<file path="src/exec_defs.svh">
`ifndef EXEC_DEFS_SVH
`define EXEC_DEFS_SVH

// ****************************************
// Status flag bit positions
// ****************************************
`define FLAG_C 0
`define FLAG_Z 1
`define FLAG_N 2
`define FLAG_V 3
`define FLAG_S 4
`define FLAG_H 5
`define FLAG_T 6
`define FLAG_I 7

// ****************************************
// Flag groups touched by each class
// ****************************************
`define MASK_ARITH 8'h2F
`define MASK_WORD 8'h1F
`define MASK_LOGIC 8'h0E
`define MASK_MUL 8'h03
`define MASK_NONE 8'h00

// ****************************************
// Reset values and fixed addresses
// ****************************************
`define FLAGS_RESET 8'h00
`define PC_RESET 16'h0000
`define PRODUCT_PAIR_ADDR 5'h00

// ****************************************
// Execution cycle counts
// ****************************************
`define CYC_ONE 3'h1
`define CYC_TWO 3'h2
`define CYC_THREE 3'h3
`define CYC_FOUR 3'h4

`endif

</file>
<file path="src/exec_pkg.sv">
package exec_pkg;

    // ****************************************
    // Decoded operations
    // ****************************************
    typedef enum logic [5:0] {
        OP_ADD = 6'b000000,
        OP_ADD_CARRY = 6'b000001,
        OP_ADD_WORD = 6'b000010,
        OP_SUB = 6'b000011,
        OP_SUB_BORROW = 6'b000100,
        OP_SUB_WORD = 6'b000101,
        OP_AND = 6'b000110,
        OP_OR = 6'b000111,
        OP_XOR = 6'b001000,
        OP_SET_BITS = 6'b001001,
        OP_CLEAR_BITS = 6'b001010,
        OP_TEST = 6'b001011,
        OP_MUL = 6'b001100,
        OP_MUL_SIGNED = 6'b001101,
        OP_MUL_MIXED = 6'b001110,
        OP_FRACTIONAL_MULTIPLY = 6'b001111,
        OP_FRACTIONAL_MULTIPLY_SIGNED = 6'b010000,
        OP_FRACTIONAL_MULTIPLY_MIXED = 6'b010001,
        OP_JUMP_INDIRECT = 6'b010010,
        OP_CALL_RELATIVE = 6'b010011,
        OP_CALL_INDIRECT = 6'b010100,
        OP_CALL_DIRECT = 6'b010101,
        OP_SKIP_EQUAL = 6'b010110,
        OP_COMPARE = 6'b010111,
        OP_COMPARE_CARRY = 6'b011000,
        OP_SKIP_REG_CLEAR = 6'b011001,
        OP_SKIP_REG_SET = 6'b011010,
        OP_SKIP_IO_CLEAR = 6'b011011,
        OP_SKIP_IO_SET = 6'b011100,
        OP_BRANCH_SET = 6'b011101,
        OP_BRANCH_CLEAR = 6'b011110,
        OP_BRANCH_GE = 6'b011111,
        OP_BRANCH_LT = 6'b100000,
        OP_BRANCH_SH = 6'b100001,
        OP_BRANCH_LO = 6'b100010
    } op_type;

    typedef enum logic {
        PH_READY = 1'b0,
        PH_BUSY = 1'b1
    } phase_type;

    // ****************************************
    // Carriers
    // ****************************************
    typedef struct packed {
        op_type op;
        logic use_imm;
        logic [4:0] rd_addr;
        logic [15:0] rd_val;
        logic [7:0] rr_val;
        logic [7:0] imm;
        logic [11:0] offset;
        logic [2:0] bit_sel;
        logic io_bit;
        logic next_two_words;
        logic [15:0] z_ptr;
        logic [15:0] call_target;
    } issue_type;

    typedef struct packed {
        logic en;
        logic pair;
        logic [4:0] addr;
        logic [15:0] data;
    } wr_type;

    typedef struct packed {
        logic en;
        logic [15:0] addr;
    } push_type;

    typedef struct packed {
        logic [15:0] res;
        logic [7:0] flags;
    } alu_out_type;

    typedef struct packed {
        phase_type phase;
        logic [2:0] busy;
        logic [15:0] pc;
        logic [7:0] flags;
        wr_type wr;
        push_type push;
    } state_type;

endpackage

</file>
<file path="src/cpu_alu_branch_exec.sv">
// Overview of operation
// - Add registers, optionally with carry; write sum, update Z C N V H; one cycle.
// - Add constant to 16-bit register pair; update Z C N V S; two cycles.
// - Subtract constant from 16-bit register pair; update Z C N V S; two cycles.
// - Subtract register or constant, optionally borrow; write, update Z C N V H; one cycle.
// - AND, OR, XOR with register or constant; write, update Z N V; one cycle.
// - Set-bits ORs a constant mask into the register; Z N V; one cycle.
// - Clear-bits ANDs with 0xFF minus mask; Z N V; one cycle.
// - Test ANDs register with itself to set Z N V; one cycle.
// - Integer multiplies write 16-bit product to pair one:zero; Z C; two cycles.
// - Fractional multiplies shift product left one first; Z C; two cycles.
// - Indirect jump loads PC from Z pointer; flags kept; two cycles.
// - Relative call pushes return, PC becomes PC plus offset plus one; three cycles.
// - Indirect call pushes return, PC loads Z pointer; three cycles.
// - Direct call pushes return, PC loads absolute target; four cycles.
// - Compare-skip on equal advances PC by two or three; 1, 2 or 3 cycles.
// - Compares only update Z N V C H; register untouched; one cycle.
// - Register bit skips on bit clear or set; 1, 2 or 3 cycles.
// - I/O bit skips on bit clear or set; 1, 2 or 3 cycles.
// - Flag branches go to PC plus offset plus one; 1 untaken, 2 taken.
// - Signed GE branches on N xor V zero, LT on one; 1 or 2 cycles.
// - Same-or-higher branches on carry clear, lower on carry set; 1 or 2 cycles.
`include "exec_defs.svh"

module cpu_alu_branch_exec (
    input wire logic core_clk,
    input wire logic resetn,
    input wire logic issue_valid,
    input wire exec_pkg::issue_type issue,
    output logic issue_ready,
    output exec_pkg::wr_type wr,
    output exec_pkg::push_type push,
    output logic [15:0] pc,
    output logic [7:0] status_flags
);
    import exec_pkg::*;

    // ****************************************
    // Decode helpers
    // ****************************************
    function automatic logic [7:0] flag_mask(input op_type op);
        case (op)
            OP_ADD, OP_ADD_CARRY, OP_SUB, OP_SUB_BORROW, OP_COMPARE, OP_COMPARE_CARRY: begin
                flag_mask = `MASK_ARITH;
            end
            OP_ADD_WORD, OP_SUB_WORD: begin
                flag_mask = `MASK_WORD;
            end
            OP_AND, OP_OR, OP_XOR, OP_SET_BITS, OP_CLEAR_BITS, OP_TEST: begin
                flag_mask = `MASK_LOGIC;
            end
            OP_MUL, OP_MUL_SIGNED, OP_MUL_MIXED, OP_FRACTIONAL_MULTIPLY, OP_FRACTIONAL_MULTIPLY_SIGNED, OP_FRACTIONAL_MULTIPLY_MIXED: begin
                flag_mask = `MASK_MUL;
            end
            default: begin
                flag_mask = `MASK_NONE;
            end
        endcase
    endfunction

    function automatic logic [2:0] base_cycles(input op_type op);
        case (op)
            OP_ADD_WORD, OP_SUB_WORD, OP_MUL, OP_MUL_SIGNED, OP_MUL_MIXED,
            OP_FRACTIONAL_MULTIPLY, OP_FRACTIONAL_MULTIPLY_SIGNED, OP_FRACTIONAL_MULTIPLY_MIXED, OP_JUMP_INDIRECT: begin
                base_cycles = `CYC_TWO;
            end
            OP_CALL_RELATIVE, OP_CALL_INDIRECT: begin
                base_cycles = `CYC_THREE;
            end
            OP_CALL_DIRECT: begin
                base_cycles = `CYC_FOUR;
            end
            default: begin
                base_cycles = `CYC_ONE;
            end
        endcase
    endfunction

    state_type s_q;
    state_type s_d;
    alu_out_type alu_out;
    logic accept;
    logic skip;
    logic take;
    logic [2:0] cycles;
    logic [7:0] mask;
    logic [15:0] rel_target;

    exec_alu u_alu (
        .iss(issue),
        .flags_in(s_q.flags),
        .alu_out(alu_out)
    );

    // Ready is combinational so a one-cycle instruction can follow back to back
    assign issue_ready = (s_q.phase == PH_READY);
    assign accept = issue_valid & issue_ready;
    assign rel_target = 16'(s_q.pc + {{4{issue.offset[11]}}, issue.offset} + 16'h0001);

    // ****************************************
    // Next state
    // ****************************************
    always_comb begin
        s_d = s_q;
        s_d.wr.en = 1'b0;
        s_d.push.en = 1'b0;
        skip = 1'b0;
        take = 1'b0;
        cycles = `CYC_ONE;
        mask = flag_mask(issue.op);
        if (s_q.phase == PH_BUSY) begin
            s_d.busy = 3'(s_q.busy - 3'h1);
            if (s_q.busy == 3'h1) begin
                s_d.phase = PH_READY;
            end
        end else if (accept) begin
            case (issue.op)
                OP_SKIP_EQUAL: skip = (issue.rd_val[7:0] == issue.rr_val);
                OP_SKIP_REG_CLEAR: skip = ~issue.rr_val[issue.bit_sel];
                OP_SKIP_REG_SET: skip = issue.rr_val[issue.bit_sel];
                OP_SKIP_IO_CLEAR: skip = ~issue.io_bit;
                OP_SKIP_IO_SET: skip = issue.io_bit;
                OP_BRANCH_SET: take = s_q.flags[issue.bit_sel];
                OP_BRANCH_CLEAR: take = ~s_q.flags[issue.bit_sel];
                OP_BRANCH_GE: take = ~(s_q.flags[`FLAG_N] ^ s_q.flags[`FLAG_V]);
                OP_BRANCH_LT: take = s_q.flags[`FLAG_N] ^ s_q.flags[`FLAG_V];
                OP_BRANCH_SH: take = ~s_q.flags[`FLAG_C];
                OP_BRANCH_LO: take = s_q.flags[`FLAG_C];
                default: take = 1'b0;
            endcase
            // only the class's flag group changes
            s_d.flags = (alu_out.flags & mask) | (s_q.flags & ~mask);
            s_d.pc = 16'(s_q.pc + 16'h0001);
            case (issue.op)
                OP_ADD, OP_ADD_CARRY, OP_SUB, OP_SUB_BORROW, OP_AND, OP_OR, OP_XOR,
                OP_SET_BITS, OP_CLEAR_BITS, OP_TEST: begin
                    s_d.wr = '{en: 1'b1, pair: 1'b0, addr: issue.rd_addr, data: alu_out.res};
                end
                OP_ADD_WORD, OP_SUB_WORD: begin
                    s_d.wr = '{en: 1'b1, pair: 1'b1, addr: issue.rd_addr, data: alu_out.res};
                end
                OP_MUL, OP_MUL_SIGNED, OP_MUL_MIXED, OP_FRACTIONAL_MULTIPLY, OP_FRACTIONAL_MULTIPLY_SIGNED, OP_FRACTIONAL_MULTIPLY_MIXED: begin
                    s_d.wr = '{en: 1'b1, pair: 1'b1, addr: `PRODUCT_PAIR_ADDR, data: alu_out.res};
                end
                OP_JUMP_INDIRECT: begin
                    s_d.pc = issue.z_ptr;
                end
                OP_CALL_RELATIVE: begin
                    s_d.push = '{en: 1'b1, addr: 16'(s_q.pc + 16'h0001)};
                    s_d.pc = rel_target;
                end
                OP_CALL_INDIRECT: begin
                    s_d.push = '{en: 1'b1, addr: 16'(s_q.pc + 16'h0001)};
                    s_d.pc = issue.z_ptr;
                end
                OP_CALL_DIRECT: begin
                    // two-word call returns past its operand word
                    s_d.push = '{en: 1'b1, addr: 16'(s_q.pc + 16'h0002)};
                    s_d.pc = issue.call_target;
                end
                default: begin
                    s_d.wr.en = 1'b0;
                end
            endcase
            cycles = base_cycles(issue.op);
            if (skip) begin
                // skip length follows the skipped word count
                s_d.pc = 16'(s_q.pc + (issue.next_two_words ? 16'h0003 : 16'h0002));
                cycles = issue.next_two_words ? `CYC_THREE : `CYC_TWO;
            end
            if (take) begin
                // taken branch costs one extra cycle
                s_d.pc = rel_target;
                cycles = `CYC_TWO;
            end
            if (cycles != `CYC_ONE) begin
                s_d.phase = PH_BUSY;
                s_d.busy = 3'(cycles - 3'h1);
            end
        end
    end

    always_ff @(posedge core_clk or negedge resetn) begin
        if (!resetn) begin
            s_q <= '{phase: PH_READY, busy: 3'h0, pc: `PC_RESET, flags: `FLAGS_RESET,
                     wr: '0, push: '0};
        end else begin
            s_q <= s_d;
        end
    end

    assign wr = s_q.wr;
    assign push = s_q.push;
    assign pc = s_q.pc;
    assign status_flags = s_q.flags;

    // ****************************************
    // Checks
    // ****************************************
    a_add_single_cycle: assert property (
        @(posedge core_clk) disable iff (!resetn)
        accept && issue.op == OP_ADD |=> issue_ready && wr.en && !wr.pair)
        else $error("add did not finish in one cycle");

    a_word_add_cycles: assert property (
        @(posedge core_clk) disable iff (!resetn)
        accept && issue.op == OP_ADD_WORD |=> !issue_ready && wr.pair ##1 issue_ready)
        else $error("word add did not take two cycles");

    a_word_sub_value: assert property (
        @(posedge core_clk) disable iff (!resetn)
        accept && issue.op == OP_SUB_WORD
        |=> wr.data == 16'($past(issue.rd_val) - {8'h00, $past(issue.imm)}))
        else $error("word subtract result wrong");

    a_logic_clears_v: assert property (
        @(posedge core_clk) disable iff (!resetn)
        accept && issue.op == OP_XOR |=> !status_flags[`FLAG_V] && $stable(status_flags[`FLAG_C]))
        else $error("logic op flag handling wrong");

    a_clear_bits_value: assert property (
        @(posedge core_clk) disable iff (!resetn)
        accept && issue.op == OP_CLEAR_BITS
        |=> wr.data[7:0] == ($past(issue.rd_val[7:0]) & ~$past(issue.imm)))
        else $error("clear bits result wrong");

    a_mul_pair_zero: assert property (
        @(posedge core_clk) disable iff (!resetn)
        accept && issue.op == OP_MUL |=> wr.en && wr.addr == 5'h00 && !issue_ready ##1 issue_ready)
        else $error("multiply destination or timing wrong");

    a_indirect_jump_target: assert property (
        @(posedge core_clk) disable iff (!resetn)
        accept && issue.op == OP_JUMP_INDIRECT |=> pc == $past(issue.z_ptr) && $stable(status_flags))
        else $error("indirect jump target wrong");

    a_call_timing: assert property (
        @(posedge core_clk) disable iff (!resetn)
        accept && issue.op == OP_CALL_DIRECT |=> push.en && !issue_ready ##1 !issue_ready [*2] ##1 issue_ready)
        else $error("direct call timing wrong");

    a_compare_no_write: assert property (
        @(posedge core_clk) disable iff (!resetn)
        accept && (issue.op == OP_COMPARE || issue.op == OP_COMPARE_CARRY) |=> !wr.en && issue_ready)
        else $error("compare wrote a register");

    a_skip_distance: assert property (
        @(posedge core_clk) disable iff (!resetn)
        accept && issue.op == OP_SKIP_EQUAL && issue.rd_val[7:0] == issue.rr_val && issue.next_two_words
        |=> pc == 16'($past(pc) + 16'h0003) ##2 issue_ready)
        else $error("skip distance or time wrong");

    a_branch_ge_taken: assert property (
        @(posedge core_clk) disable iff (!resetn)
        accept && issue.op == OP_BRANCH_GE && status_flags[`FLAG_N] == status_flags[`FLAG_V]
        |=> !issue_ready ##1 issue_ready)
        else $error("signed branch not taken");

    a_branch_keeps_flags: assert property (
        @(posedge core_clk) disable iff (!resetn)
        accept && issue.op == OP_BRANCH_LO |=> $stable(status_flags))
        else $error("branch changed flags");

    a_indirect_call_push: assert property (
        @(posedge core_clk) disable iff (!resetn)
        accept && issue.op == OP_CALL_INDIRECT
        |=> push.en && push.addr == 16'($past(pc) + 16'h0001)
            && pc == $past(issue.z_ptr))
        else $error("bad indirect call");

    a_fractional_multiply_shift: assert property (
        @(posedge core_clk) disable iff (!resetn)
        accept && issue.op == OP_FRACTIONAL_MULTIPLY && !issue.use_imm
        |=> wr.addr == 5'h00
            && wr.data == 16'(({8'h00, $past(issue.rd_val[7:0])} * {8'h00, $past(issue.rr_val)}) << 1))
        else $error("bad fraction product");

    a_branch_lo_taken: assert property (
        @(posedge core_clk) disable iff (!resetn)
        accept && issue.op == OP_BRANCH_LO && status_flags[`FLAG_C]
        |=> !issue_ready ##1 issue_ready)
        else $error("bad lower branch");

    a_reg_skip_clear: assert property (
        @(posedge core_clk) disable iff (!resetn)
        accept && issue.op == OP_SKIP_REG_CLEAR && !issue.rr_val[issue.bit_sel] && !issue.next_two_words
        |=> pc == 16'($past(pc) + 16'h0002) ##1 issue_ready)
        else $error("bad register skip");

endmodule

</file>
<file path="src/exec_alu.sv">
`include "exec_defs.svh"

module exec_alu (
    input wire exec_pkg::issue_type iss,
    input wire logic [7:0] flags_in,
    output exec_pkg::alu_out_type alu_out
);
    import exec_pkg::*;

    logic [7:0] a;
    logic [7:0] b;
    logic cin;
    logic [8:0] sum;
    logic [7:0] r;
    logic [16:0] wsum;
    logic signed [15:0] ma;
    logic signed [15:0] mb;
    logic [15:0] prod;
    logic is_sub;
    logic keep_z;

    always_comb begin
        a = iss.rd_val[7:0];
        b = iss.use_imm ? iss.imm : iss.rr_val;
        cin = flags_in[`FLAG_C];
        is_sub = 1'b0;
        keep_z = 1'b0;
        sum = 9'h000;
        wsum = 17'h0_0000;
        ma = 16'h0000;
        mb = 16'h0000;
        alu_out.res = 16'h0000;
        alu_out.flags = flags_in;
        case (iss.op)
            OP_ADD, OP_ADD_CARRY: begin
                sum = {1'b0, a} + {1'b0, b} + {8'h00, (iss.op == OP_ADD_CARRY) & cin};
            end
            OP_SUB, OP_COMPARE: begin
                is_sub = 1'b1;
                sum = {1'b0, a} - {1'b0, b};
            end
            OP_SUB_BORROW, OP_COMPARE_CARRY: begin
                // Carry variants only keep Z set, so multi-byte compares chain
                is_sub = 1'b1;
                keep_z = 1'b1;
                sum = {1'b0, a} - {1'b0, b} - {8'h00, cin};
            end
            OP_AND, OP_TEST: begin
                sum = {1'b0, a & (iss.op == OP_TEST ? a : b)};
            end
            OP_OR, OP_SET_BITS: begin
                sum = {1'b0, a | b};
            end
            OP_XOR: begin
                sum = {1'b0, a ^ b};
            end
            OP_CLEAR_BITS: begin
                sum = {1'b0, a & (8'hFF - iss.imm)};
            end
            default: begin
                sum = 9'h000;
            end
        endcase
        r = sum[7:0];
        alu_out.res = {8'h00, r};
        alu_out.flags[`FLAG_Z] = (r == 8'h00) & (~keep_z | flags_in[`FLAG_Z]);
        alu_out.flags[`FLAG_N] = r[7];
        if (is_sub) begin
            alu_out.flags[`FLAG_C] = (~a[7] & b[7]) | (b[7] & r[7]) | (r[7] & ~a[7]);
            alu_out.flags[`FLAG_H] = (~a[3] & b[3]) | (b[3] & r[3]) | (r[3] & ~a[3]);
            alu_out.flags[`FLAG_V] = (a[7] & ~b[7] & ~r[7]) | (~a[7] & b[7] & r[7]);
        end else begin
            alu_out.flags[`FLAG_C] = sum[8];
            alu_out.flags[`FLAG_H] = (a[3] & b[3]) | (b[3] & ~r[3]) | (~r[3] & a[3]);
            alu_out.flags[`FLAG_V] = (a[7] & b[7] & ~r[7]) | (~a[7] & ~b[7] & r[7]);
        end
        case (iss.op)
            OP_AND, OP_TEST, OP_OR, OP_SET_BITS, OP_XOR, OP_CLEAR_BITS: begin
                alu_out.flags[`FLAG_V] = 1'b0;
            end
            OP_ADD_WORD, OP_SUB_WORD: begin
                if (iss.op == OP_ADD_WORD) begin
                    wsum = {1'b0, iss.rd_val} + {9'h000, iss.imm};
                    alu_out.flags[`FLAG_C] = ~wsum[15] & iss.rd_val[15];
                    alu_out.flags[`FLAG_V] = ~iss.rd_val[15] & wsum[15];
                end else begin
                    wsum = {1'b0, iss.rd_val} - {9'h000, iss.imm};
                    alu_out.flags[`FLAG_C] = wsum[15] & ~iss.rd_val[15];
                    alu_out.flags[`FLAG_V] = iss.rd_val[15] & ~wsum[15];
                end
                alu_out.res = wsum[15:0];
                alu_out.flags[`FLAG_Z] = (wsum[15:0] == 16'h0000);
                alu_out.flags[`FLAG_N] = wsum[15];
                alu_out.flags[`FLAG_S] = wsum[15] ^ alu_out.flags[`FLAG_V];
            end
            OP_MUL, OP_MUL_SIGNED, OP_MUL_MIXED, OP_FRACTIONAL_MULTIPLY, OP_FRACTIONAL_MULTIPLY_SIGNED, OP_FRACTIONAL_MULTIPLY_MIXED: begin
                // First operand is signed in every form except the unsigned pair
                ma = (iss.op == OP_MUL || iss.op == OP_FRACTIONAL_MULTIPLY) ? {8'h00, a} : {{8{a[7]}}, a};
                mb = (iss.op == OP_MUL_SIGNED || iss.op == OP_FRACTIONAL_MULTIPLY_SIGNED) ? {{8{b[7]}}, b} : {8'h00, b};
                alu_out.flags[`FLAG_C] = prod[15];
                if (iss.op == OP_FRACTIONAL_MULTIPLY || iss.op == OP_FRACTIONAL_MULTIPLY_SIGNED || iss.op == OP_FRACTIONAL_MULTIPLY_MIXED) begin
                    alu_out.res = {prod[14:0], 1'b0};
                end else begin
                    alu_out.res = prod;
                end
                alu_out.flags[`FLAG_Z] = (alu_out.res == 16'h0000);
            end
            default: begin
                alu_out.flags[`FLAG_S] = flags_in[`FLAG_S];
            end
        endcase
    end

    assign prod = 16'(ma * mb);

endmodule

</file>
<file path="config.mk">
export PLATFORM = sky130hd
export DESIGN_NAME = cpu_alu_branch_exec
export DESIGN_NICKNAME = d
export VERILOG_FILES = /design/src/exec_pkg.sv /design/src/cpu_alu_branch_exec.sv /design/src/exec_alu.sv
export VERILOG_INCLUDE_DIRS = /design/src
export SDC_FILE = /design/constraint.sdc
export NUM_CORES = 1
export LEC_CHECK = 0
export BUFFER_PORTS_ARGS = -buffer_cell sky130_fd_sc_hd__buf_2
export CAP_MARGIN = 15
export CORE_UTILIZATION = 61
export CTS_CLUSTER_DIAMETER = 60
export DETAILED_ROUTE_END_ITERATION = 12
export PLACE_DENSITY = 0.91
export SYNTH_ARGS = -nofsm -noshare
export SYNTH_HDL_FRONTEND = slang
export SYNTH_SLANG_ARGS = --single-unit
</file>
<file path="constraint.sdc">
create_clock -name core_clk -period 3.1 [get_ports core_clk]
set_input_delay 0.465 -clock core_clk [delete_from_list [all_inputs] [get_ports core_clk]]
set_output_delay 0.465 -clock core_clk [all_outputs]
set_load 0.05 [all_outputs]
</file>
==> results of run 1 <==
[cell families after synthesis]
logic type	synth area share, %
compound gates	21.34
simple gates	17.24
mux	3.795
fa+ha+maj	25.55
flops	12.91
buf+inv	11.97
xor+xnor	7.160
other cells	0.02932
[Yosys cell counts (10+ instances only)]
cell | number | area [µm²]
nor3_1 | 25 | 125.1
buf_4 | 64 | 480.5
fa_1 | 82 | 1642
nor2_1 | 155 | 581.8
nor2b_1 | 19 | 118.9
a221oi_1 | 19 | 166.4
o211ai_1 | 16 | 120.1
nand3_1 | 50 | 250.2
mux2i_1 | 35 | 350.3
o221ai_1 | 10 | 87.58
nand4_1 | 10 | 62.56
or3_1 | 11 | 68.82
xor2_1 | 31 | 271.5
o21a_1 | 21 | 157.7
inv_1 | 194 | 728.2
dfrtp_1 | 66 | 1652
o22ai_1 | 17 | 106.4
a31oi_1 | 20 | 125.1
a21oi_1 | 100 | 500.5
a22oi_1 | 11 | 82.58
and3_1 | 15 | 93.84
o31ai_1 | 11 | 82.58
clkbuf_1 | 68 | 255.2
a21o_1 | 16 | 120.1
o21ai_0 | 88 | 440.4
xnor2_1 | 71 | 621.9
nand2_1 | 108 | 405.4
ha_1 | 130 | 1627
[through the flow]
stage          setup WS (ns)  utilization [%]  cell area (µm²)
4_1_cts               -3.415            86.24            17560
3_5_place_dp          -3.965            78.28            15940
3_3_place_gp          -3.654            78.28            15940
2_1_floorplan         -3.419                -            13170
[what timing repair did]
item	CTS
setup buffers	40
gates resized for setup	206
endpoints found under the setup margin	24
gates cloned	1
pin swaps	100
[metal layers]
layer	overflow	GRT usage (%)
met4	91	83.91
met3	16	75.19
met1	11	83.05
met5	3	47.27
met2	164	96.56
==> Implementation_results.wiki, run 1 <==
{| class="wikitable"
! Metric !! Value
|-
| Synth Flop Type || dfrtp_1
|-
| Number of standard cells after synthesis || 1,639
|-
| Sequential fraction of the synthesis area || 12.91%
|-
| Top-Level Pins || 161
|-
| Number of buffers added to fix hold violations after cts || 0
|-
| Vert. Die Dim || 146.8 µm
|-
| Result of the run || stopped before the end
|-
| TritonCTS Sinks || 66
|-
| Last stage the flow got to || global routing (5_1_grt)
|-
| Number of enable-type register cells in the synthesized netlist || 0
|-
| Final weighted congestion of routability-driven global placement || 1.099
|-
| First-pass GRT wire length || 136,800 µm
|-
| Total standard cell area after synthesis || 0.01279 mm²
|-
| YS warnings || 0
|-
| Root Buffer || clkbuf_16
|-
| First error || [ERROR GRT-0116] Global routing finished with congestion. Check the congestion regions in the DRC Viewer.
|-
| CTS HTree Levels || 3
|-
| Total congestion overflow || 285
|-
| Number of standard-cell rows in the floorplan || 52
|-
| Width of the die || 146.8 µm
|-
| Total placed cells including tap cells || 2,252
|-
| Mean cell area of the mapped netlist || 7.804 µm²
|-
| Number of unique standard cell types used by synthesis || 85
|-
| Placed wire-length estimate || 41,150 µm
|-
| Via count of the first global-routing pass || 20.49k
|-
| Post-synth ARST share || 100.0%
|-
| Total Routing Usage GR || 84.24%
|-
| Largest net degree at the start of global routing || 35
|-
| Total CTS buffers || 9
|-
| Input/output buffers || 158
|-
| Number of synthesized register bits || 66
|-
| CTS Buffer Depth || 2
|-
| Starting density of the core || 62.81%
|}
==> inputs of run 2 (changes only) <==
--- a/config.mk
+++ b/config.mk
@@ -8,10 +8,9 @@
 export LEC_CHECK = 0
 export BUFFER_PORTS_ARGS = -buffer_cell sky130_fd_sc_hd__buf_2
 export CAP_MARGIN = 15
-export CORE_UTILIZATION = 61
-export CTS_CLUSTER_DIAMETER = 60
+export CORE_UTILIZATION = 40
 export DETAILED_ROUTE_END_ITERATION = 12
-export PLACE_DENSITY = 0.91
+export PLACE_DENSITY_LB_ADDON = 0.15
 export SYNTH_ARGS = -nofsm -noshare
 export SYNTH_HDL_FRONTEND = slang
 export SYNTH_SLANG_ARGS = --single-unit
==> run 2 against run 1 <==
Net effect:
- synthesized cell count unchanged
- area after synthesis unchanged
- the flow now finishes, with violations (negative setup slack)
==> Implementation_results.wiki, run 2 <==
{| class="wikitable"
! Metric !! Value
|-
| Number of buffers added to fix hold violations after cts || 0 (unchanged)
|-
| YS warnings || 0 (unchanged)
|-
| Number of standard cells after synthesis || 1,639 (unchanged)
|-
| Final weighted congestion of routability-driven global placement || 0.9680 (was 1.099)
|-
| Total of max-cap violations || 0
|-
| Max-Slew Margin vs Limit || 32.41%
|-
| Kind of critical path || input port to flip-flop
|-
| Root Buffer || clkbuf_16 (unchanged)
|-
| Violated checks || negative setup slack
|-
| Data required time of the worst path || 3.37 ns
|-
| Result of the run || complete, but fails checks (was stopped before the end)
|-
| Transition time of the tightest slew-check pin || 1.005 ns
|-
| Syn-to-layout area delta || 42.70%
|-
| Number of standard-cell rows in the floorplan || 65 (was 52)
|-
| Full die area || 0.03270 mm²
|-
| Total length of routed wires || 49,220 µm
|-
| CTS HTree Levels || 3 (unchanged)
|-
| Iter 0 DRT Violations || 864
|-
| Post-synth ARST share || 100.0% (unchanged)
|-
| Final hold slack || 0.2258 ns
|-
| Synth Flop Type || dfrtp_1 (unchanged)
|-
| CORE AREA || 0.03147 mm²
|-
| RSZ-0062 raised after global routing || yes
|-
| Vert. Die Dim || 180.8 µm (was 146.8 µm)
|-
| Worst Path Max Fanout || 6
|-
| Width of the die || 180.8 µm (was 146.8 µm)
|-
| F_max || 152.1 MHz
|-
| Cell types with the largest area share after synthesis || dfrtp_1, fa_1, ha_1 (unchanged)
|-
| Total CTS buffers || 9 (unchanged)
|-
| Top-Level Pins || 161 (unchanged)
|-
| Number of unique standard cell types used by synthesis || 85 (unchanged)
|-
| Total congestion overflow || 0
|-
| Final Max Tran Viols || 0
|-
| Hold Path Class || input port to async pin
|-
| Number of vias in the routed layout || 13.62k
|-
| Maximum clock skew at final layout || 0.01711 ns
|-
| Mean cell area of the mapped netlist || 7.804 µm² (unchanged)
|-
| Most frequent standard cell in the layout excluding fill and tap cells || buf_4
|-
| Total standard cell area after synthesis || 0.01279 mm² (unchanged)
|-
| Top post-synthesis cells by count || inv_1, nor2_1, ha_1, nand2_1, a21oi_1 (unchanged)
|-
| Fillers || 2,881
|-
| Antenna violations before repair || 0
|-
| WL per Instance || 19.97 µm
|-
| Largest register FFs || 23
|-
| Number of enable-type register cells in the synthesized netlist || 0 (unchanged)
|-
| Portion of the clock cycle consumed by the worst path in the final layout || 212.1%
|-
| Setup violations, final || 20
|-
| Endpoint type of the worst setup path || flip-flop
|-
| Share of the synthesized area in the top cell type || 12.91% (unchanged)
|-
| Cell with the most instances after synthesis || inv_1 (unchanged)
|-
| TritonCTS Sinks || 66 (unchanged)
|-
| CTS Buffer Depth || 2 (unchanged)
|-
| Clock Latency Late Sink || 0.35 ns
|-
| Cell type contributing the most total cell area after synthesis || dfrtp_1 (unchanged)
|-
| Via-to-Cell Ratio || 5.526
|-
| Leading cell types in the layout, fill and taps excluded || buf_4, inv_1, buf_2
|-
| Clock transition at the registers of the reported paths || 0.07 ns
|-
| Share of post-route cells with drive strength above 1 || 39.04%
|-
| Minimum setup slack in the final design || -3.476 ns
|-
| Number of synthesized register bits || 66 (unchanged)
|-
| Post-layout min period || 6.576 ns
|-
| Length of the first detailed-routing pass in iterations || 6
|-
| Critical path data arrival time || 6.85 ns
|-
| Via count of the first global-routing pass || 13.86k
|-
| Final Hold Violating Endpoints || 0
|-
| Power density relative to cell area || 454.5 mW/mm²
|-
| Leakage power || 8.529 nW
|-
| Drc violations || 0
|-
| Category of the worst setup path launch point || input port
|-
| Logic depth of the worst register-to-register path || 14
|-
| Final #Nets || 2,365
|-
| Sequential fraction of the synthesis area || 12.91% (unchanged)
|-
| Total inserted antenna cells || 0
|-
| Peak supply drop || 0.3667 mV
|-
| Placed wire-length estimate || 39,330 µm (was 41,150 µm)
|-
| Starting density of the core || 40.64% (was 62.81%)
|-
| Largest net degree at the start of global routing || 67
|-
| Input/output buffers || 158 (unchanged)
|-
| First-pass GRT wire length || 76,200 µm
|-
| Final cell utilization of the core || 57.99%
|-
| Routed Antenna Nets || 0
|-
| Total Routing Usage GR || 29.88%
|-
| CTS tree || built
|}
[run 2: worst max-delay path, stage by stage]
cell	delay, ns
buf_8	0.10
or4b_4	0.55
a21oi_4	0.27
buf_12	0.16
nand2_2	0.12
nor2_4	0.14
fa_1	0.45
fa_1	0.59
ha_2	0.19
inv_2	0.04
fa_1	0.52
fa_1	0.45
fa_1	0.55
inv_2	0.05
ha_4	0.15
or2_4	0.24
buf_4	0.14
a2111oi_4	0.37
nor2_1	0.10
xnor2_1	0.15
or4_4	0.55
or3_1	0.35
a31oi_1	0.12
[run 2: logic make-up (layout without fill, tap and decap cells)]
| group | after synthesis | count (layout) | share of synthesized area, % |
|---|---|---|---|
| AND/OR/NAND/NOR | 459 | 459 | 17.24 |
| AO/OA/AOI/OAI | 414 | 414 | 21.34 |
| buffers and inverters | 340 | 762 | 11.97 |
| adder cells (fa/ha/maj) | 212 | 212 | 25.55 |
| XOR/XNOR | 103 | 103 | 7.160 |
| flip-flops | 66 | 66 | 12.91 |
| multiplexers | 44 | 44 | 3.795 |
| other | 1 | 2 | 0.02932 |
[run 2: worst paths after layout]
path | startpoint | endpoint | slack (ns)
max in group asynchronous | resetn | wr[16] | 2.19
setup / recovery | issue[88] | flip-flop | -3.48
setup reg to reg | flip-flop | flip-flop | -0.07
hold / removal | resetn | pc[8] | 0.23
min in group core_clk | issue[83] | wr[18] | 0.35
hold reg to reg | push[10] | push[10] | 0.47
[run 2: through the flow]
stage / total power [mW] / instances / setup WS, ns / cell area [µm²] / TNS (ns)
after global routing: 8.777 / 2464 / -3.723 / 18250 / -43.13
after global placement: 6.736 / 2415 / -3.945 / 16360 / -50.13
after floorplan: 5.396 / 1640 / -3.419 / 13170 / -36.48
after CTS: 8.195 / 2460 / -3.479 / 17780 / -39.62
after detailed placement: 6.783 / 2415 / -4.027 / 16360 / -50.62
final: 8.296 / 2464 / -3.476 / 18250 / -40.21
[run 2: area by class of cell]
type | instances | area [µm²] | share of cell area [%]
sequential | 66 | 1652 | 9.049
multi-input combinational | 1234 | 11020 | 60.36
timing repair buffer | 549 | 4006 | 21.95
clock inverter | 6 | 90.09 | 0.4936
clock buffer | 10 | 239.0 | 1.309
inverter | 197 | 745.7 | 4.086
tap | 402 | 503.0 | 2.756
[run 2: timing repair]
item | CTS | global route
pin swaps | 91 | 68
gates resized for setup | 178 | 94
cloned | 1 | 0
buffers inserted | 37 | 8
endpoints found under the setup margin | 20 | 23
[run 2: metal layers]
layer,vias to the layer above,routed length (µm),global-route usage (%)
met5,-,0,0
met4,0,2133,11.73
met3,116,2599,3.669
met2,488,23980,52.05
met1,6537,20510,37.45
li1,6475,-,-
[run 2: power by group]
part | leakage [nW] | switching (mW) | total [mW] | internal, mW
clock | 0.159 | 0.445 | 1.17 | 0.729
combinational | 7.55 | 3.49 | 5.56 | 2.07
sequential | 0.816 | 0.359 | 1.56 | 1.20
total | 8.53 | 4.30 | 8.30 | 4.00
(Power assumes the default switching activity.)
